$ cat config.mk
export PLATFORM = sky130hd
export DESIGN_NAME = mrr_core
export DESIGN_NICKNAME = d
export VERILOG_FILES = /design/src/common/mrr_pkg.sv /design/src/core/mrr_core.sv /design/src/core/mrr_serial.sv
export SDC_FILE = /design/constraint.sdc
export NUM_CORES = 1
export LEC_CHECK = 0
export BUFFER_PORTS_ARGS = -buffer_cell sky130_fd_sc_hd__buf_2
export CORE_MARGIN = 1.5
export CORE_UTILIZATION = 60
export DETAILED_ROUTE_END_ITERATION = 8
export PLACE_DENSITY_LB_ADDON = 0.2
export SLEW_MARGIN = 20
export SYNTH_ARGS = -nofsm -noshare
export SYNTH_HDL_FRONTEND = slang
export SYNTH_SLANG_ARGS = --single-unit
$ cat constraint.sdc
create_clock -name clk -period 6.08 [get_ports clk]
set_input_delay 0.304 -clock clk [delete_from_list [all_inputs] [get_ports clk]]
set_output_delay 0.304 -clock clk [all_outputs]
set_load 0.03 [all_outputs]
$ cat src/common/mrr_pkg.sv
// Shared constants for the motion report register block.
// Assumes a single 100 MHz core clock and a byte-wide serial port.
package mrr_pkg;
  localparam int ACC_W = 12;
  localparam int SUM_W = 14;
  // Register offsets on the serial port
  localparam logic [6:0] ADDR_ID = 7'h00;
  localparam logic [6:0] ADDR_REV = 7'h01;
  localparam logic [6:0] ADDR_STAT = 7'h02;
  localparam logic [6:0] ADDR_DX = 7'h03;
  localparam logic [6:0] ADDR_DY = 7'h04;
  localparam logic [6:0] ADDR_SQ = 7'h05;
  localparam logic [6:0] ADDR_SUM = 7'h06;
  localparam logic [6:0] ADDR_FLUSH = 7'h12;
  // Status field positions
  localparam int STAT_MOT_BIT = 7;
  localparam int STAT_OVF_BIT = 4;
  localparam int STAT_CPI_BIT = 0;
  // Reset values
  localparam logic [7:0] RST_BYTE = 8'h00;
  localparam logic [ACC_W-1:0] RST_ACC = 12'h000;
  // Limits
  localparam logic signed [ACC_W-1:0] ACC_MAX = 12'sh7ff;
  localparam logic signed [ACC_W-1:0] ACC_MIN = 12'sh800;
  localparam logic signed [SUM_W-1:0] SUM_MAX = 14'sh07ff;
  localparam logic signed [SUM_W-1:0] SUM_MIN = 14'sh3800;
  localparam logic signed [ACC_W-1:0] REP_MAX = 12'sh07f;
  localparam logic signed [ACC_W-1:0] REP_MIN = 12'shf80;
  localparam logic [7:0] SQ_MAX = 8'ha9;
  // Serial framing
  localparam logic [3:0] BYTE_BITS = 4'h8;
  localparam int WR_BIT = 7;
  typedef enum logic [1:0] {
    PH_ADDR = 2'b00,
    PH_READ = 2'b01,
    PH_WRITE = 2'b10,
    PH_DONE = 2'b11
  } mrr_phase_e;
endpackage

$ cat src/core/mrr_core.sv
// Motion report registers: accumulators, freeze snapshot, readouts.
// Assumes motion and frame inputs come from logic on clk.
// Operation
// - Read-only revision byte, separate from firmware
// - Fixed identification byte proves link works
// - Status bit 7 flags unreported motion
// - Status bit 4 flags accumulator overflow
// - Status bit 0 shows resolution select
// - Status read freezes X and Y snapshot
// - Second status read replaces earlier snapshot
// - Wide accumulators saturate and flag overflow
// - Overflow clears after read below full scale
// - Excess motion reports saturated full scale
// - Any flush write discards all motion
// - X byte reports signed counts, clears
// - Y byte reports signed counts, clears
// - Quality byte is feature count over four
// - Quality byte never exceeds 169
// - Intensity byte is pixel sum upper byte
// - All registers reached through serial port
`timescale 1ns/10ps
module mrr_core
#(
  // Arbitrary neutral values
  parameter logic [7:0] ID_CODE = 8'h5a,
  parameter logic [7:0] REV_CODE = 8'h01
)
(
  // Clock and reset
  input wire logic clk,
  input wire logic rst,
  // Serial port pins
  input wire logic ncs_pin,
  input wire logic sclk_pin,
  input wire logic mosi_pin,
  output logic miso,
  output logic miso_oe,
  // Motion from the navigation engine
  input wire logic motion_valid,
  input wire logic [7:0] motion_dx,
  input wire logic [7:0] motion_dy,
  input wire logic cpi_select_flag,
  // Frame statistics
  input wire logic frame_valid,
  input wire logic [9:0] feature_count,
  input wire logic [15:0] pixel_total
);
  localparam int AW = mrr_pkg::ACC_W;
  localparam int SW = mrr_pkg::SUM_W;

  logic rd_req;
  logic wr_req;
  logic [6:0] addr;
  logic [7:0] wr_data;
  logic [7:0] rdata_r;
  logic signed [AW-1:0] accx_r;
  logic signed [AW-1:0] accy_r;
  logic signed [AW-1:0] accx_nxt;
  logic signed [AW-1:0] accy_nxt;
  logic signed [SW-1:0] sumx;
  logic signed [SW-1:0] sumy;
  logic [7:0] snapx_r;
  logic [7:0] snapy_r;
  logic movement_pending;
  logic accum_overflow;
  logic rd_stat;
  logic rd_x;
  logic rd_y;
  logic flush;
  logic ovf_evt;
  logic [7:0] status_byte;
  logic [7:0] quality_r;
  logic [7:0] intensity_r;
  logic [7:0] addx;
  logic [7:0] addy;

  function automatic logic signed [SW-1:0] acc_sum(
    input logic signed [AW-1:0] a,
    input logic signed [7:0] d,
    input logic signed [7:0] s);
    acc_sum = SW'(a) + SW'(d) - SW'(s);
  endfunction

  function automatic logic over(input logic signed [SW-1:0] v);
    over = (v > mrr_pkg::SUM_MAX) || (v < mrr_pkg::SUM_MIN);
  endfunction

  function automatic logic signed [AW-1:0] sat_acc(
    input logic signed [SW-1:0] v);
    if (v > mrr_pkg::SUM_MAX)
      sat_acc = mrr_pkg::ACC_MAX;
    else if (v < mrr_pkg::SUM_MIN)
      sat_acc = mrr_pkg::ACC_MIN;
    else
      sat_acc = v[AW-1:0];
  endfunction

  function automatic logic [7:0] sat8(input logic signed [AW-1:0] a);
    if (a > mrr_pkg::REP_MAX)
      sat8 = 8'h7f;
    else if (a < mrr_pkg::REP_MIN)
      sat8 = 8'h80;
    else
      sat8 = a[7:0];
  endfunction

  function automatic logic full(input logic signed [AW-1:0] a);
    full = (a == mrr_pkg::ACC_MAX) || (a == mrr_pkg::ACC_MIN);
  endfunction

  mrr_serial u_serial
  (
    .clk(clk),
    .rst(rst),
    .ncs_pin(ncs_pin),
    .sclk_pin(sclk_pin),
    .mosi_pin(mosi_pin),
    .miso(miso),
    .miso_oe(miso_oe),
    .rd_data(rdata_r),
    .rd_req(rd_req),
    .wr_req(wr_req),
    .addr(addr),
    .wr_data(wr_data)
  );

  // Flush data byte is ignored; any write counts
  assign flush = wr_req && addr == mrr_pkg::ADDR_FLUSH;
  assign rd_stat = rd_req && addr == mrr_pkg::ADDR_STAT;
  assign rd_x = rd_req && addr == mrr_pkg::ADDR_DX;
  assign rd_y = rd_req && addr == mrr_pkg::ADDR_DY;
  assign addx = motion_valid ? motion_dx : 8'h00;
  assign addy = motion_valid ? motion_dy : 8'h00;

  // Reported amount leaves the accumulator, rest stays
  assign sumx = acc_sum(accx_r, addx, rd_x ? snapx_r : 8'h00);
  assign sumy = acc_sum(accy_r, addy, rd_y ? snapy_r : 8'h00);
  assign ovf_evt = over(sumx) | over(sumy);

  always_comb
  begin
    accx_nxt = sat_acc(sumx);
    accy_nxt = sat_acc(sumy);
    if (flush)
    begin
      // Motion arriving with the flush is dropped too
      accx_nxt = mrr_pkg::RST_ACC;
      accy_nxt = mrr_pkg::RST_ACC;
    end
  end

  always_ff @(posedge clk)
  begin
    if (rst)
    begin
      accx_r <= mrr_pkg::RST_ACC;
      accy_r <= mrr_pkg::RST_ACC;
    end
    else
    begin
      accx_r <= accx_nxt;
      accy_r <= accy_nxt;
    end
  end

  // Pending tracks anything left to report
  always_ff @(posedge clk)
  begin
    if (rst)
      movement_pending <= 1'b0;
    else
      movement_pending <= (accx_nxt != 0) || (accy_nxt != 0);
  end

  // Overflow event wins over a read clear in the same cycle; a flush clears it regardless
  always_ff @(posedge clk)
  begin
    if (rst || flush)
      accum_overflow <= 1'b0;
    else if (ovf_evt)
      accum_overflow <= 1'b1;
    else if ((rd_x || rd_y) && !full(accx_nxt) && !full(accy_nxt))
      accum_overflow <= 1'b0;
  end

  // Snapshot is saturated so large motion reads as full scale
  always_ff @(posedge clk)
  begin
    if (rst || flush)
    begin
      snapx_r <= mrr_pkg::RST_BYTE;
      snapy_r <= mrr_pkg::RST_BYTE;
    end
    else if (rd_stat)
    begin
      snapx_r <= sat8(accx_r);
      snapy_r <= sat8(accy_r);
    end
    else
    begin
      if (rd_x)
        snapx_r <= mrr_pkg::RST_BYTE;
      if (rd_y)
        snapy_r <= mrr_pkg::RST_BYTE;
    end
  end

  // Frame statistics, refreshed every frame
  always_ff @(posedge clk)
  begin
    if (rst)
    begin
      quality_r <= mrr_pkg::RST_BYTE;
      intensity_r <= mrr_pkg::RST_BYTE;
    end
    else if (frame_valid)
    begin
      // Clamp guards against an out-of-range count
      quality_r <= (feature_count[9:2] > mrr_pkg::SQ_MAX)
                   ? mrr_pkg::SQ_MAX : feature_count[9:2];
      intensity_r <= pixel_total[15:8];
    end
  end

  always_comb
  begin
    status_byte = 8'h00;
    status_byte[mrr_pkg::STAT_MOT_BIT] = movement_pending;
    status_byte[mrr_pkg::STAT_OVF_BIT] = accum_overflow;
    status_byte[mrr_pkg::STAT_CPI_BIT] = cpi_select_flag;
  end

  // Read data is registered one cycle after the address byte
  always_ff @(posedge clk)
  begin
    if (rst)
      rdata_r <= mrr_pkg::RST_BYTE;
    else if (rd_req)
    begin
      case (addr)
        mrr_pkg::ADDR_ID:
          rdata_r <= ID_CODE;
        mrr_pkg::ADDR_REV:
          rdata_r <= REV_CODE;
        mrr_pkg::ADDR_STAT:
          rdata_r <= status_byte;
        mrr_pkg::ADDR_DX:
          rdata_r <= snapx_r;
        mrr_pkg::ADDR_DY:
          rdata_r <= snapy_r;
        mrr_pkg::ADDR_SQ:
          rdata_r <= quality_r;
        mrr_pkg::ADDR_SUM:
          rdata_r <= intensity_r;
        default:
          rdata_r <= mrr_pkg::RST_BYTE;
      endcase
    end
  end
endmodule // mrr_core

$ cat src/core/mrr_serial.sv
// Four-wire serial slave: address byte (bit 7 set = write) then data.
// Assumes pins are asynchronous; idle-high clock, sample on rise.
`timescale 1ns/10ps
module mrr_serial
(
  // Core clock and reset
  input wire logic clk,
  input wire logic rst,
  // Serial pins
  input wire logic ncs_pin,
  input wire logic sclk_pin,
  input wire logic mosi_pin,
  output logic miso,
  output logic miso_oe,
  // Register side
  input wire logic [7:0] rd_data,
  output logic rd_req,
  output logic wr_req,
  output logic [6:0] addr,
  output logic [7:0] wr_data
);
  logic [2:0] sync1_r;
  logic [2:0] sync2_r;
  logic sclk_d_r;
  logic [3:0] cnt_r;
  logic [7:0] rx_r;
  logic [7:0] tx_r;
  mrr_pkg::mrr_phase_e phase_r;
  logic sel;
  logic rise;
  logic fall;
  logic [7:0] rx_nxt;

  always_ff @(posedge clk)
  begin
    if (rst)
    begin
      sync1_r <= 3'h7;
      sync2_r <= 3'h7;
      sclk_d_r <= 1'b1;
    end
    else
    begin
      sync1_r <= {ncs_pin, sclk_pin, mosi_pin};
      sync2_r <= sync1_r;
      sclk_d_r <= sync2_r[1];
    end
  end

  assign sel = ~sync2_r[2];
  assign rise = sel & sync2_r[1] & ~sclk_d_r;
  assign fall = sel & ~sync2_r[1] & sclk_d_r;
  assign rx_nxt = {rx_r[6:0], sync2_r[0]};

  // Register access only through this port
  always_ff @(posedge clk)
  begin
    rd_req <= 1'b0;
    wr_req <= 1'b0;
    if (rst | ~sel)
    begin
      cnt_r <= 4'h0;
      rx_r <= 8'h00;
      phase_r <= mrr_pkg::PH_ADDR;
      addr <= 7'h00;
      wr_data <= 8'h00;
    end
    else if (rise)
    begin
      rx_r <= rx_nxt;
      cnt_r <= cnt_r + 4'h1;
      if (cnt_r + 4'h1 == mrr_pkg::BYTE_BITS)
      begin
        cnt_r <= 4'h0;
        case (phase_r)
          mrr_pkg::PH_ADDR:
          begin
            addr <= rx_nxt[6:0];
            rd_req <= ~rx_nxt[mrr_pkg::WR_BIT];
            phase_r <= rx_nxt[mrr_pkg::WR_BIT] ? mrr_pkg::PH_WRITE
                                               : mrr_pkg::PH_READ;
          end
          mrr_pkg::PH_WRITE:
          begin
            wr_data <= rx_nxt;
            wr_req <= 1'b1;
            phase_r <= mrr_pkg::PH_DONE;
          end
          mrr_pkg::PH_READ:
            phase_r <= mrr_pkg::PH_DONE;
          default:
            phase_r <= mrr_pkg::PH_DONE;
        endcase
      end
    end
  end

  // Data loads at the first falling edge of the read byte
  always_ff @(posedge clk)
  begin
    if (rst | ~sel)
      tx_r <= 8'h00;
    else if (fall && phase_r == mrr_pkg::PH_READ)
      tx_r <= (cnt_r == 4'h0) ? rd_data : {tx_r[6:0], 1'b0};
  end

  assign miso = tx_r[7];
  assign miso_oe = sel;
endmodule // mrr_serial

==> key figures <==
Outcome
  – Outcome: completed

Yosys
  – Mean area per synthesized cell: 8.15 µm²
  – Ys async rst share: 0
  – Yosys warns: 0
  – Post-synth top flop: dfxtp_1
  – Yosys cell types: roughly 80
  – Synthesized net count: 900
  – Netlist Area Pre-Place: 6480 µm²
  – Post-synthesis register bit count: about 100
  – Synthesized instance count: between 700 and 800
  – Post-synth EDFFs: 0
  – Register area share after synthesis: 0.318

CTS
  – CTS buffer count: 9
  – Postcts setup bufs: 0
  – Root buf cell: clkbuf_8
  – Reg clk slew, reported paths: ~100 ps
  – H-tree lvl count: 3
  – CTS Hold Bufs: 0
  – # resized after CTS: 0
  – Clk sinks: 103
  – CTS tree: yes
  – Clock Path Buffers: 2
  – Worst skew pair latency: 360 ps

Final layout
  – Register Area: about 2100 µm²
  – Share of cells above drive strength 1: 0.108
  – Nets@finish: 921
  – Fin util: 0.666
  – Area of the multi-input gates: approximately 3900 µm²
  – Fillers: between 900 and 1,000
  – Layout area overhead: 7.09%
  – Most common cell after layout, fill and taps aside: dfxtp_1
  – N_diodes: 0
  – Commonest non-fill, non-tap cells in the layout: dfxtp_1 (103), inv_1 (85), nor2_1 (78)

Worst setup path
  – Depth of the worst register-to-register path: 18
  – Worst endpoint required time: approximately 6400 ps
  – R2r startpoint: u_serial.addr[3]
  – CP Launch Type: register
  – Classification of the worst setup path: register to register
  – CP Max Fanout: 16
  – WP data arrival: approximately 5200 ps
  – Worst Setup SP: u_serial.addr[3]
  – Worst R2R End: accum_overflow
  – Crit path capture: accum_overflow
  – Flop2flop setup slack: around 1200 ps
  – CP Capture Type: register

Routing
  – Total wire length: about 14,000 µm
  – # DRC: 0
  – Met3 routed WL: approximately 650 µm
  – Routed met2 length: approximately 6800 µm
  – WL met1: between 6000 and 7000 µm
  – Drt via density: around 5.8
  – Highest Signal Layer: met4
  – Initial DRT Pass Iterations: 6
  – First DRT Iteration DRCs: just over 400
  – ANT nets after route: 0
  – Post-DR wirelength/cell: roughly 15 µm
  – Via count: between 5,000 and 6,000

Die
  – Die Ht: between 100 and 150 µm
  – Chip Width: between 100 and 150 µm
  – Initial Util: 0.622
  – Std-Cell Rows: 37
  – Die area: 11,400 µm²
  – Core area: about 10,000 µm²
  – Top-Level Pins: 52

Worst hold path
  – Min-Delay Path Class: input pin to register

GRT
  – Vias in the first global route: approximately 5,200
  – Initial antenna violation count: 0
  – All-Layer GR Usage: 0.260
  – Global-route wire length before repair: 23,900 µm
  – Largest net degree at the start of global routing: 42
  – Total gr overflow: 0

STA
  – Final setup viols: 0
  – Slew headroom: 0.330
  – Max frequency: approximately 0.20 GHz
  – Unrepaired setup endpoints after global routing: false
  – Clock skew: between 10 and 15 ps
  – Pins Over Slew Limit: 0
  – Hold_ws: between 100 and 150 ps
  – Final Cycle Share: 0.808
  – Final min period: between 4000 and 5000 ps
  – Final worst slack: roughly 1200 ps
  – Final Hold Viols: 0
  – Worst-Margin Slew: 1000 ps
  – Setup tns final: 0 ps

Placement
  – Buffers added on ports: 41
  – Setup WS pre-CTS: about 1200 ps
  – HPWL after DPL: 11,100 µm
  – GP Congestion: ~0.87

Power
  – Maximum vdd drop: 0.316 mV
  – Total power draw: about 0.0035 W
  – Cell Pwr Density: about 500 nW/µm²
  – Static Leak: between 2 and 3 nW

Flow run
  – Max_cap viols: 0
-- kinds of logic after synthesis --
group | share of synthesized area
buffers and inverters | 0.0728
XOR/XNOR | 0.0255
AND/OR/NAND/NOR | 0.217
multiplexers | 0.0386
adder cells (fa/ha/maj) | 0.134
AO/OA/AOI/OAI | 0.194
flip-flops | 0.318
-- through the flow --
stage / area, µm² / cells
detailed placement: 6730 / 941
global route: 6940 / 957
floorplan: 6480 / 795
CTS: 6940 / 957
global placement: 6730 / 941
finish: 6940 / 957
-- area by class of cell --
class / count / share of cell area
clock buffers: 11 / 0.0204
clock inverters: 5 / 0.00938
inverters: 85 / 0.0460
multi-input cells: 572 / 0.569
flip-flops and latches: 103 / 0.297
well taps: 136 / 0.0245
repair buffers: 45 / 0.0339
-- cells in the mapped netlist (3+ instances only) --
cell / instances / area share
nor2b_1: 11 / 0.011
xor2_1: 9 / 0.012
o21a_1: 8 / 0.0093
a22oi_1: 11 / 0.013
nand3b_1: 4 / 0.0046
nand2_1: 74 / 0.043
and2_1: 8 / 0.0077
nor3_1: 13 / 0.010
inv_1: 85 / 0.049
a21oi_1: 75 / 0.058
nand4_1: 10 / 0.0097
fa_1: 24 / 0.074
xnor2_1: 8 / 0.011
or3_1: 7 / 0.0068
a222oi_1: 4 / 0.0062
o21ai_0: 26 / 0.020
a21boi_0: 4 / 0.0046
nand2b_1: 11 / 0.011
or2_2: 9 / 0.0087
o21ai_1: 4 / 0.0031
nor3b_1: 3 / 0.0035
clkbuf_1: 26 / 0.015
nor4_1: 5 / 0.0048
a211oi_1: 3 / 0.0035
dfxtp_1: 103 / 0.32
ha_1: 31 / 0.060
a21o_1: 8 / 0.0093
nand3_1: 15 / 0.012
a221oi_1: 3 / 0.0041
a31oi_1: 8 / 0.0077
buf_2: 5 / 0.0039
a311oi_1: 3 / 0.0041
and3_1: 17 / 0.016
nor2_1: 78 / 0.045
mux2i_1: 25 / 0.039
-- where the power goes --
part	internal (W)	switching [W]	total, W
logic	0.000870	0.00133	0.00220
registers	0.000770	0.0000532	0.000823
clock network	0.000205	0.000233	0.000438
total	0.00184	0.00161	0.00346
-- registers in the layout (all words and copies together), names as in the netlist --
signal and cells:
movement_pending 1, snapx_r 8, u_serial.tx_r 8, u_serial.phase_r 2, u_serial.rd_req 1, snapy_r 8, intensity_r 8, u_serial.wr_req 1
quality_r 8, rdata_r 8, u_serial.cnt_r 4, u_serial.sync2_r 3, u_serial.sclk_d_r 1, u_serial.rx_r 7, accx_r 12, u_serial.sync1_r 3
u_serial.addr 7, accy_r 12, accum_overflow 1
-- routing by layer --
layer  vias up  GRT usage
li1       2792          -
met1      2629      0.348
met2       144      0.439
met3        14     0.0444
met4         0     0.0562
met5         -          0
-- how the worst min path moves through the flow --
stage / start / end / slack (ps) / depth (start not counted)
2_1_floorplan: u_serial.sync1_r[0] / u_serial.sync2_r[0] / 390 / 1
3_3_place_gp: u_serial.sync1_r[1] / u_serial.sync2_r[1] / 390 / 1
3_5_place_dp: u_serial.sync1_r[0] / u_serial.sync2_r[0] / 400 / 1
4_1_cts: mosi_pin / u_serial.sync1_r[0] / 110 / 2
5_1_grt: mosi_pin / u_serial.sync1_r[0] / 100 / 2
6_report: sclk_pin / u_serial.sync1_r[1] / 120 / 2
-- worst max-delay path, stage by stage, from the launching register on --
cell and delay (ps):
dfxtp_1 320, or3_1 430, or3_1 410, nor2_1 130, buf_4 210, and3_1 360
fa_1 480, inv_1 80, ha_1 320, a21o_1 210, a31oi_1 160, o21ai_1 120
nor2_4 190, xnor2_2 90, o2bb2ai_1 160, a311oi_1 580, o211ai_1 190, a31o_1 250
a31oi_1 160
No activity file was read; power rests on OpenSTA's default activity.
